### config.mk
export PLATFORM = sky130hd
export DESIGN_NAME = cisb_status_bank
export DESIGN_NICKNAME = d
export VERILOG_FILES = /design/src/cisb_pkg.sv /design/src/cisb_status_bank.sv /design/src/cisb_flag_bank.sv /design/src/cisb_apb_port.sv
export SDC_FILE = /design/constraint.sdc
export NUM_CORES = 1
export LEC_CHECK = 0
export BUFFER_PORTS_ARGS = -buffer_cell sky130_fd_sc_hd__buf_2
export CORE_MARGIN = 5
export CORE_UTILIZATION = 35
export CTS_CLUSTER_DIAMETER = 120
export DETAILED_ROUTE_END_ITERATION = 12
export GPL_TIMING_DRIVEN = 0
export PLACE_DENSITY = 0.74
export SETUP_SLACK_MARGIN = 0.02
export SYNTH_ARGS = -nofsm -noshare
export SYNTH_HDL_FRONTEND = slang
export SYNTH_SLANG_ARGS = --single-unit
export TNS_END_PERCENT = 30
### constraint.sdc
create_clock -name clk -period 1.4 [get_ports clk]
set_clock_uncertainty 0.2 [all_clocks]
set_input_delay 0.28 -clock clk [delete_from_list [all_inputs] [get_ports clk]]
set_output_delay 0.28 -clock clk [all_outputs]
set_load 0.005 [all_outputs]
### src/cisb_pkg.sv
package cisb_pkg;
  // ----------------------------------------------------------------
  // bus and register geometry
  // ----------------------------------------------------------------
  localparam int ADDR_W   = 16;
  localparam int DATA_W   = 32;
  localparam int REG_W    = 8;
  localparam int NUM_REGS = 5;

  // register indices; byte address is four times the index
  localparam logic [ADDR_W-1:0] SYSTEM_CLOCK_IDX = 16'h300B;
  localparam logic [ADDR_W-1:0] AUX_LOOP_IDX     = 16'h300C;
  localparam logic [ADDR_W-1:0] A_SIDE_REF_IDX   = 16'h300D;
  localparam logic [ADDR_W-1:0] B_SIDE_REF_IDX   = 16'h300E;
  localparam logic [ADDR_W-1:0] TIMESTAMP_IDX    = 16'h300F;

  // slot of each register in the internal arrays
  localparam int SLOT_SYS = 0;
  localparam int SLOT_AUX = 1;
  localparam int SLOT_A   = 2;
  localparam int SLOT_B   = 3;
  localparam int SLOT_TS  = 4;

  // reset value and implemented bits of each status register
  localparam logic [REG_W-1:0] STATUS_RESET   = 8'h00;
  localparam logic [REG_W-1:0] SYS_MASK       = 8'hFF;
  localparam logic [REG_W-1:0] AUX_MASK       = 8'h3F;
  localparam logic [REG_W-1:0] REF_MASK       = 8'hFF;
  localparam logic [REG_W-1:0] TS_MASK        = 8'h1F;

  // system clock register fields
  localparam int SYS_UNLOCKED_BIT  = 7;
  localparam int SYS_STABLE_BIT    = 6;
  localparam int SYS_LOCKED_BIT    = 5;
  localparam int SYS_CAL_OFF_BIT   = 4;
  localparam int SYS_CAL_ON_BIT    = 3;
  localparam int SYS_WDOG_BIT      = 2;
  localparam int SYS_NVM_FAULT_BIT = 1;
  localparam int SYS_NVM_DONE_BIT  = 0;
  // compensation loop register fields
  localparam int AUX_SKEW_LIM_BIT  = 5;
  localparam int AUX_TEMP_BIT      = 4;
  localparam int AUX_UNFAULT_BIT   = 3;
  localparam int AUX_FAULT_BIT     = 2;
  localparam int AUX_UNLOCK_BIT    = 1;
  localparam int AUX_LOCK_BIT      = 0;
  // reference fields, within a nibble; second input sits high
  localparam int REF_RESYNC_BIT    = 3;
  localparam int REF_VALID_BIT     = 2;
  localparam int REF_UNFAULT_BIT   = 1;
  localparam int REF_FAULT_BIT     = 0;
  localparam int REF_SECOND_OFS    = 4;
  // timestamp register fields
  localparam int TS_SKEW_UPD_BIT   = 4;
  localparam int TS_UNIT1_BIT      = 3;
  localparam int TS_UNIT0_BIT      = 2;
  localparam int TS_NCO1_BIT       = 1;
  localparam int TS_NCO0_BIT       = 0;

  // one-hot register select from a byte address, zero when unmapped
  function automatic logic [NUM_REGS-1:0] cisb_reg_select
    (input logic [ADDR_W-1:0] addr);
    logic [ADDR_W-1:0] idx;
    idx = {2'h0, addr[ADDR_W-1:2]};
    if (addr[1:0] != 2'h0)
      cisb_reg_select = 5'h00;
    else if (idx == SYSTEM_CLOCK_IDX)
      cisb_reg_select = 5'h01;
    else if (idx == AUX_LOOP_IDX)
      cisb_reg_select = 5'h02;
    else if (idx == A_SIDE_REF_IDX)
      cisb_reg_select = 5'h04;
    else if (idx == B_SIDE_REF_IDX)
      cisb_reg_select = 5'h08;
    else if (idx == TIMESTAMP_IDX)
      cisb_reg_select = 5'h10;
    else
      cisb_reg_select = 5'h00;
  endfunction
endpackage

### src/cisb_status_bank.sv
// Implementation choice: the APB interface to the registers.
`timescale 1ns/1ps
module cisb_status_bank
  import cisb_pkg::*;
(
  // clock and reset
  input  wire logic              clk,
  input  wire logic              reset_n,
  // apb slave
  input  wire logic              psel,
  input  wire logic              penable,
  input  wire logic              pwrite,
  input  wire logic [ADDR_W-1:0] paddr,
  input  wire logic [DATA_W-1:0] pwdata,
  output logic      [DATA_W-1:0] prdata,
  output logic                   pready,
  output logic                   pslverr,
  // system clock events, one-cycle pulses
  input  wire logic              sys_unlocked_evt,
  input  wire logic              sys_stable_evt,
  input  wire logic              sys_locked_evt,
  input  wire logic              sys_cal_off_evt,
  input  wire logic              sys_cal_on_evt,
  input  wire logic              wdog_timeout_evt,
  input  wire logic              nvm_fault_evt,
  input  wire logic              nvm_done_evt,
  // compensation loop, skew and temperature events
  input  wire logic              skew_limit_evt,
  input  wire logic              temp_warn_evt,
  input  wire logic              loop_unfault_evt,
  input  wire logic              loop_fault_evt,
  input  wire logic              loop_unlock_evt,
  input  wire logic              loop_lock_evt,
  // reference events, one nibble per input:
  // bit 3 resync, 2 validated, 1 unfaulted, 0 faulted
  input  wire logic [3:0]        first_a_side_reference_evt,
  input  wire logic [3:0]        second_a_side_reference_evt,
  input  wire logic [3:0]        first_b_side_reference_evt,
  input  wire logic [3:0]        second_b_side_reference_evt,
  // timestamp and oscillator events
  input  wire logic              skew_updated_evt,
  input  wire logic              ts_unit1_evt,
  input  wire logic              ts_unit0_evt,
  input  wire logic              nco1_evt,
  input  wire logic              nco0_evt,
  // clear strobes from the separate clear logic
  input  wire logic [REG_W-1:0]  clear_system_clock,
  input  wire logic [REG_W-1:0]  clear_aux_loop,
  input  wire logic [REG_W-1:0]  clear_a_side_reference,
  input  wire logic [REG_W-1:0]  clear_b_side_reference,
  input  wire logic [REG_W-1:0]  clear_timestamp,
  // status towards the mask logic
  output logic      [REG_W-1:0]  system_clock_event_status,
  output logic      [REG_W-1:0]  aux_loop_event_status,
  output logic      [REG_W-1:0]  a_side_reference_event_status,
  output logic      [REG_W-1:0]  b_side_reference_event_status,
  output logic      [REG_W-1:0]  timestamp_event_status
);

  // ----------------------------------------------------------------
  // declarations
  // ----------------------------------------------------------------
  logic [REG_W-1:0]    evt_vec [NUM_REGS];  // event per slot
  logic [REG_W-1:0]    clr_vec [NUM_REGS];  // clear per slot
  logic [REG_W-1:0]    flg_vec [NUM_REGS];  // flags per slot
  logic                rd_setup;            // read setup cycle
  logic                any_setup;           // any setup cycle
  logic                bus_access;          // access phase
  logic [NUM_REGS-1:0] reg_sel;             // one-hot select
  logic                reg_hit;             // mapped address
  logic [REG_W-1:0]    rd_mux;              // selected flags
  logic [DATA_W-1:0]   prdata_reg;          // captured data
  logic [DATA_W-1:0]   prdata_next;
  logic                pslverr_reg;         // captured error
  logic                pslverr_next;
  logic                unused_wdata;        // write data ignored
  logic [REG_W-1:0]    aux_kept;            // uncleared loop flags

  // ----------------------------------------------------------------
  // event packing into register layout
  // ----------------------------------------------------------------
  // system clock register
  always_comb
  begin
    evt_vec[SLOT_SYS]                    = STATUS_RESET;
    evt_vec[SLOT_SYS][SYS_UNLOCKED_BIT]  = sys_unlocked_evt;
    evt_vec[SLOT_SYS][SYS_STABLE_BIT]    = sys_stable_evt;
    evt_vec[SLOT_SYS][SYS_LOCKED_BIT]    = sys_locked_evt;
    evt_vec[SLOT_SYS][SYS_CAL_OFF_BIT]   = sys_cal_off_evt;
    evt_vec[SLOT_SYS][SYS_CAL_ON_BIT]    = sys_cal_on_evt;
    evt_vec[SLOT_SYS][SYS_WDOG_BIT]      = wdog_timeout_evt;
    evt_vec[SLOT_SYS][SYS_NVM_FAULT_BIT] = nvm_fault_evt;
    evt_vec[SLOT_SYS][SYS_NVM_DONE_BIT]  = nvm_done_evt;
  end

  // compensation loop register; bits 7:6 stay zero
  always_comb
  begin
    evt_vec[SLOT_AUX]                   = STATUS_RESET;
    evt_vec[SLOT_AUX][AUX_SKEW_LIM_BIT] = skew_limit_evt;
    evt_vec[SLOT_AUX][AUX_TEMP_BIT]     = temp_warn_evt;
    evt_vec[SLOT_AUX][AUX_UNFAULT_BIT]  = loop_unfault_evt;
    evt_vec[SLOT_AUX][AUX_FAULT_BIT]    = loop_fault_evt;
    evt_vec[SLOT_AUX][AUX_UNLOCK_BIT]   = loop_unlock_evt;
    evt_vec[SLOT_AUX][AUX_LOCK_BIT]     = loop_lock_evt;
  end

  // reference registers: second input high nibble, first low
  always_comb
  begin
    evt_vec[SLOT_A] = {second_a_side_reference_evt,
                       first_a_side_reference_evt};
    evt_vec[SLOT_B] = {second_b_side_reference_evt,
                       first_b_side_reference_evt};
  end

  // timestamp register; bits 7:5 stay zero
  always_comb
  begin
    evt_vec[SLOT_TS]                  = STATUS_RESET;
    evt_vec[SLOT_TS][TS_SKEW_UPD_BIT] = skew_updated_evt;
    evt_vec[SLOT_TS][TS_UNIT1_BIT]    = ts_unit1_evt;
    evt_vec[SLOT_TS][TS_UNIT0_BIT]    = ts_unit0_evt;
    evt_vec[SLOT_TS][TS_NCO1_BIT]     = nco1_evt;
    evt_vec[SLOT_TS][TS_NCO0_BIT]     = nco0_evt;
  end

  // clear strobes in slot order
  assign clr_vec[SLOT_SYS] = clear_system_clock;
  assign clr_vec[SLOT_AUX] = clear_aux_loop;
  assign clr_vec[SLOT_A]   = clear_a_side_reference;
  assign clr_vec[SLOT_B]   = clear_b_side_reference;
  assign clr_vec[SLOT_TS]  = clear_timestamp;

  // ----------------------------------------------------------------
  // flag banks
  // ----------------------------------------------------------------
  // masks tie off reserved bits so they can never read as one
  cisb_flag_bank #(.IMPL_MASK(SYS_MASK)) u_sys_flags (
    .clk      (clk),
    .reset_n  (reset_n),
    .events   (evt_vec[SLOT_SYS]),
    .clears   (clr_vec[SLOT_SYS]),
    .flags    (flg_vec[SLOT_SYS])
  );

  cisb_flag_bank #(.IMPL_MASK(AUX_MASK)) u_aux_flags (
    .clk      (clk),
    .reset_n  (reset_n),
    .events   (evt_vec[SLOT_AUX]),
    .clears   (clr_vec[SLOT_AUX]),
    .flags    (flg_vec[SLOT_AUX])
  );

  cisb_flag_bank #(.IMPL_MASK(REF_MASK)) u_a_flags (
    .clk      (clk),
    .reset_n  (reset_n),
    .events   (evt_vec[SLOT_A]),
    .clears   (clr_vec[SLOT_A]),
    .flags    (flg_vec[SLOT_A])
  );

  cisb_flag_bank #(.IMPL_MASK(REF_MASK)) u_b_flags (
    .clk      (clk),
    .reset_n  (reset_n),
    .events   (evt_vec[SLOT_B]),
    .clears   (clr_vec[SLOT_B]),
    .flags    (flg_vec[SLOT_B])
  );

  cisb_flag_bank #(.IMPL_MASK(TS_MASK)) u_ts_flags (
    .clk      (clk),
    .reset_n  (reset_n),
    .events   (evt_vec[SLOT_TS]),
    .clears   (clr_vec[SLOT_TS]),
    .flags    (flg_vec[SLOT_TS])
  );

  // status outputs come straight from the flag flops
  assign system_clock_event_status     = flg_vec[SLOT_SYS];
  assign aux_loop_event_status         = flg_vec[SLOT_AUX];
  assign a_side_reference_event_status = flg_vec[SLOT_A];
  assign b_side_reference_event_status = flg_vec[SLOT_B];
  assign timestamp_event_status        = flg_vec[SLOT_TS];

  // ----------------------------------------------------------------
  // apb slave
  // ----------------------------------------------------------------
  cisb_apb_port u_apb (
    .psel      (psel),
    .penable   (penable),
    .pwrite    (pwrite),
    .paddr     (paddr),
    .rd_setup  (rd_setup),
    .any_setup (any_setup),
    .access    (bus_access),
    .reg_sel   (reg_sel),
    .hit       (reg_hit)
  );

  // read select; an unmapped address yields zero
  assign rd_mux =
    reg_sel[SLOT_SYS] ? flg_vec[SLOT_SYS] :
    reg_sel[SLOT_AUX] ? flg_vec[SLOT_AUX] :
    reg_sel[SLOT_A]   ? flg_vec[SLOT_A]   :
    reg_sel[SLOT_B]   ? flg_vec[SLOT_B]   :
    reg_sel[SLOT_TS]  ? flg_vec[SLOT_TS]  : STATUS_RESET;

  // data captured at setup so the access cycle shows a flop;
  // a flag set during the access cycle shows on the next read
  assign prdata_next  = rd_setup ? {24'h000000, rd_mux} : prdata_reg;
  // error for any unmapped access; writes to mapped addresses
  // complete cleanly and change nothing
  assign pslverr_next = any_setup ? ~reg_hit : pslverr_reg;
  // write data have no destination: every register is read-only
  assign unused_wdata = |pwdata;

  // read data and error registers
  always_ff @(posedge clk or negedge reset_n)
  begin
    if (!reset_n)
    begin
      prdata_reg  <= 32'h00000000;
      pslverr_reg <= 1'h0;
    end
    else
    begin
      prdata_reg  <= prdata_next;
      pslverr_reg <= pslverr_next;
    end
  end

  // zero wait states; error only qualifies the access phase
  assign pready  = 1'h1;
  assign prdata  = prdata_reg;
  assign pslverr = pslverr_reg & bus_access;

  // loop flags that no clear touched must still stand next cycle
  assign aux_kept = aux_loop_event_status & ~clear_aux_loop;
endmodule

### src/cisb_flag_bank.sv
`timescale 1ns/1ps
// ------------------------------------------------------------------
// sticky event flags of one status register
// ------------------------------------------------------------------
module cisb_flag_bank
  import cisb_pkg::*;
#(
  parameter logic [REG_W-1:0] IMPL_MASK = 8'hFF
)(
  // clock and reset
  input  wire logic             clk,
  input  wire logic             reset_n,
  // event pulses and clear strobes
  input  wire logic [REG_W-1:0] events,
  input  wire logic [REG_W-1:0] clears,
  // flag state
  output logic      [REG_W-1:0] flags
);
  logic [REG_W-1:0] flag_reg;   // held flags
  logic [REG_W-1:0] flag_next;  // next flag value

  genvar i;
  generate
    for (i = 0; i < REG_W; i++)
    begin : g_bit
      // set beats clear so an event in the clear cycle survives;
      // reserved bits are tied off and read as zero
      assign flag_next[i] = IMPL_MASK[i] &
        (events[i] | (flag_reg[i] & ~clears[i]));
    end
  endgenerate

  // flag storage
  always_ff @(posedge clk or negedge reset_n)
  begin
    if (!reset_n)
      flag_reg <= STATUS_RESET;
    else
      flag_reg <= flag_next;
  end

  assign flags = flag_reg;
endmodule

### src/cisb_apb_port.sv
`timescale 1ns/1ps
// ------------------------------------------------------------------
// apb decode: zero wait, read strobe in the setup cycle
// ------------------------------------------------------------------
module cisb_apb_port
  import cisb_pkg::*;
(
  // apb request
  input  wire logic              psel,
  input  wire logic              penable,
  input  wire logic              pwrite,
  input  wire logic [ADDR_W-1:0] paddr,
  // decoded request
  output logic                   rd_setup,
  output logic                   any_setup,
  output logic                   access,
  output logic      [NUM_REGS-1:0] reg_sel,
  output logic                   hit
);
  assign reg_sel   = cisb_reg_select(paddr);
  assign hit       = |reg_sel;
  // setup cycle: data are captured here so they leave a flop
  assign any_setup = psel & ~penable;
  assign rd_setup  = any_setup & ~pwrite;
  // access cycle always completes, slave never stalls
  assign access    = psel & penable;
endmodule

==> run_results.csv <==
group,metric,value,unit
timing,hold_viol,44,
layout,fin_cells,488,
timing,layout_worst_path_cycle_share,101,%
floorplan,pin_count,202,
setup_path,cp_max_fo,2,
floorplan,die_area,0.00806,mm²
placed_design,dp_cells,443,
setup_path,critPathRequiredTime,920,ps
setup_path,crit_path_top_delay_cell,"dfrtp_1",
logic_synthesis,synth_area_per_cell,10.8,µm²
floorplan,rows,29,
setup_path,r2r-end,"prdata[2]",
clock_tree,clkTransAtPathRegs,80,ps
layout,layout_common_cells,"134 x buf_2, 44 x dfrtp_1, 38 x inv_1",
timing,rsz0062_at_grt,"yes",
layout,final_nets,538,
global_route,grt_pass1_vias,2207,
global_route,grt_pass1_wl,10900,µm
placed_design,placed_cell_area,0.00310,mm²
floorplan,dieHeight,89.8,µm
placed_design,hpwl,4820,µm
setup_path,start_kind,"flop",
routing,wl,6620,µm
global_route,grt_overflow_total,0,
timing,setup_viol,1,
setup_path,crit_type,"flop to output port",
routing,drt_iter0_drc,58,
power_and_ir_drop,cellLeakagePower,0.00203,µW
routing,drc,0,
setup_path,cp.arrival,930,ps
setup_path,critPathCaptureType,"output port",
clock_tree,cts_made_buffers,5,
job,drv_cap,0,
logic_synthesis,synth_cells,206,
layout,final_common_cell,"buf_2",
logic_synthesis,yosysSeqAreaShare,49.4,%
layout,final_cell_area,0.00356,mm²
clock_tree,cts_root_buffer,"clkbuf_8",
clock_tree,clockBufferDepth,2,
power_and_ir_drop,p_per_area,782,mW/mm²
global_route,gr-usage-all-layers,16.5,%
setup_path,r2r-start,"u_aux_flags.flags[2]",
floorplan,initial_core_util,35.5,%
logic_synthesis,synth.distinct_cells,30,
clock_tree,cts_sinks,44,
logic_synthesis,syn-cell-area,0.00223,mm²
routing,final_antenna_net_count,0,
routing,firstDrtPassIters,4,
setup_path,cpPeakStageDelay,380,ps
routing,vias_per_cell,4.28,
status,violations,"negative hold slack, negative setup slack",
layout,diodes,0,
layout,drive_gt1_share,46.0,%
power_and_ir_drop,irDropWorstVdd,0.441,mV
timing,layout_setup_ws,-8.31,ps
logic_synthesis,ys_seq_elements,44,
setup_path,crit_chain,"and3_1 -> buf_2",
routing,wl_per_cell,13.6,µm
setup_path,rr_worst_depth,3,
global_route,antenna_found_initial,0,
setup_path,r2r_setup_slack,50,ps
timing,relSlewSlack,33.9,%
timing,fmax,710,MHz
floorplan,die_w,89.8,µm
clock_tree,htreeDepth,2,
global_route,grt_max_degree,45,
placed_design,gp_congestion,0.713,
status,status,"finished with violations",
routing,num_vias,2089,
layout,syn2layout_area_growth,59.7,%
timing,hold_slack,-69.5,ps
timing,worstMarginPinSlew,991,ps
timing,post-route-min-period,1410,ps
worst_hold_path,min_path_type,"input port to async pin",
floorplan,core,0.00628,mm²
clock_tree,clk_latency,280,ps
logic_synthesis,yosys_warnings,0,
placed_design,port_buffers,132,
clock_tree,cts_tree,"built",
placed_design,post-place-ws,-319,ps
timing,slew_violations,0,
worst max-delay path: cells and delay by family (launching register included):
family / cells / cell delay (ps)
AND/OR/NAND/NOR: 1 / 140
flip-flops: 1 / 380
buffers and inverters: 1 / 120
cell families after synthesis:
| logic type | synth area share (%) |
|---|---|
| compound gates | 18.0 |
| buf+inv | 18.5 |
| flops | 49.4 |
| mux | 5.51 |
| other cells | 0.337 |
| simple gates | 8.26 |
metal layers:
metal,global-route usage [%],part of all wire [%],up-vias
li1,-,-,1030
met1,18.5,37,949
met2,29.5,52,104
met3,5.76,9.4,6
met4,3.90,0.98,0
met5,0,0,-
worst max-delay path by stage:
stage,start,to,slack (ps),cells after the start
floorplan,paddr[1],prdata[6],30,5
global placement,penable,prdata[7],-300,5
detailed placement,penable,prdata[3],-320,5
CTS,pslverr_reg,pslverr,-20,2
global route,pslverr_reg,pslverr,-50,2
finish,pslverr_reg,pslverr,-8,2
cell type report:
class / count / area (µm²)
buffer: 34 / 254
clock buffer: 8 / 90.1
fill: 535 / 2720
inverter: 42 / 158
multi-input combinational: 114 / 832
sequential: 44 / 1100
tap: 77 / 96.3
timing repair buffer: 169 / 1030
stage by stage:
stage | setup TNS [ps] | power [µW] | util [%]
global route | -53.1 | 2950 | 56.7
floorplan | 0 | 1640 | -
global placement | -2200 | 1890 | 49.3
CTS | -21.0 | 2800 | 56.6
finish | -8.31 | 2780 | 56.7
detailed placement | -2520 | 1910 | 49.3
synth_stat cells:
cell type  number  area [µm²]
a21o_1         35         263
a21oi_1         1        5.00
a22oi_1         2        15.0
a311oi_1        1        8.76
a41oi_1         6        52.6
and3_1          1        6.26
and4b_1         1        10.0
buf_2           2        10.0
buf_4          31         233
buf_6           1        11.3
clkinv_1        2        7.51
conb_1          2        7.51
dfrtp_1        44        1100
inv_1          40         150
mux2i_1         1        10.0
mux4_2          5         113
nand2_1         3        11.3
nand2b_1        3        18.8
nand3_4         1        17.5
nand4_1         2        12.5
nor2_1          1        3.75
nor2b_1         7        43.8
nor3_1          1        5.00
nor3b_1         2        15.0
nor3b_4         1        18.8
nor4_2          1        12.5
nor4b_1         1        8.76
o211ai_2        2        25.0
o21ai_1         5        25.0
o22ai_1         1        6.26
power breakdown:
group / leakage (µW) / internal [µW] / switching, µW
Sequential: 0.000497 / 1340 / 53.3
Clock: 0.0000455 / 403 / 413
Combinational: 0.00149 / 347 / 228
timing repair:
item | 4_1_cts | 5_1_grt
buffers inserted | 2 | 0
gates resized for setup | 0 | 4
cloned | 0 | 0
endpoints found under the hold margin | 79 | 0
endpoints found under the setup margin | 8 | 9
pin swaps | 2 | 1
hold buffers | 35 | 0
(Power assumes the default switching activity.)
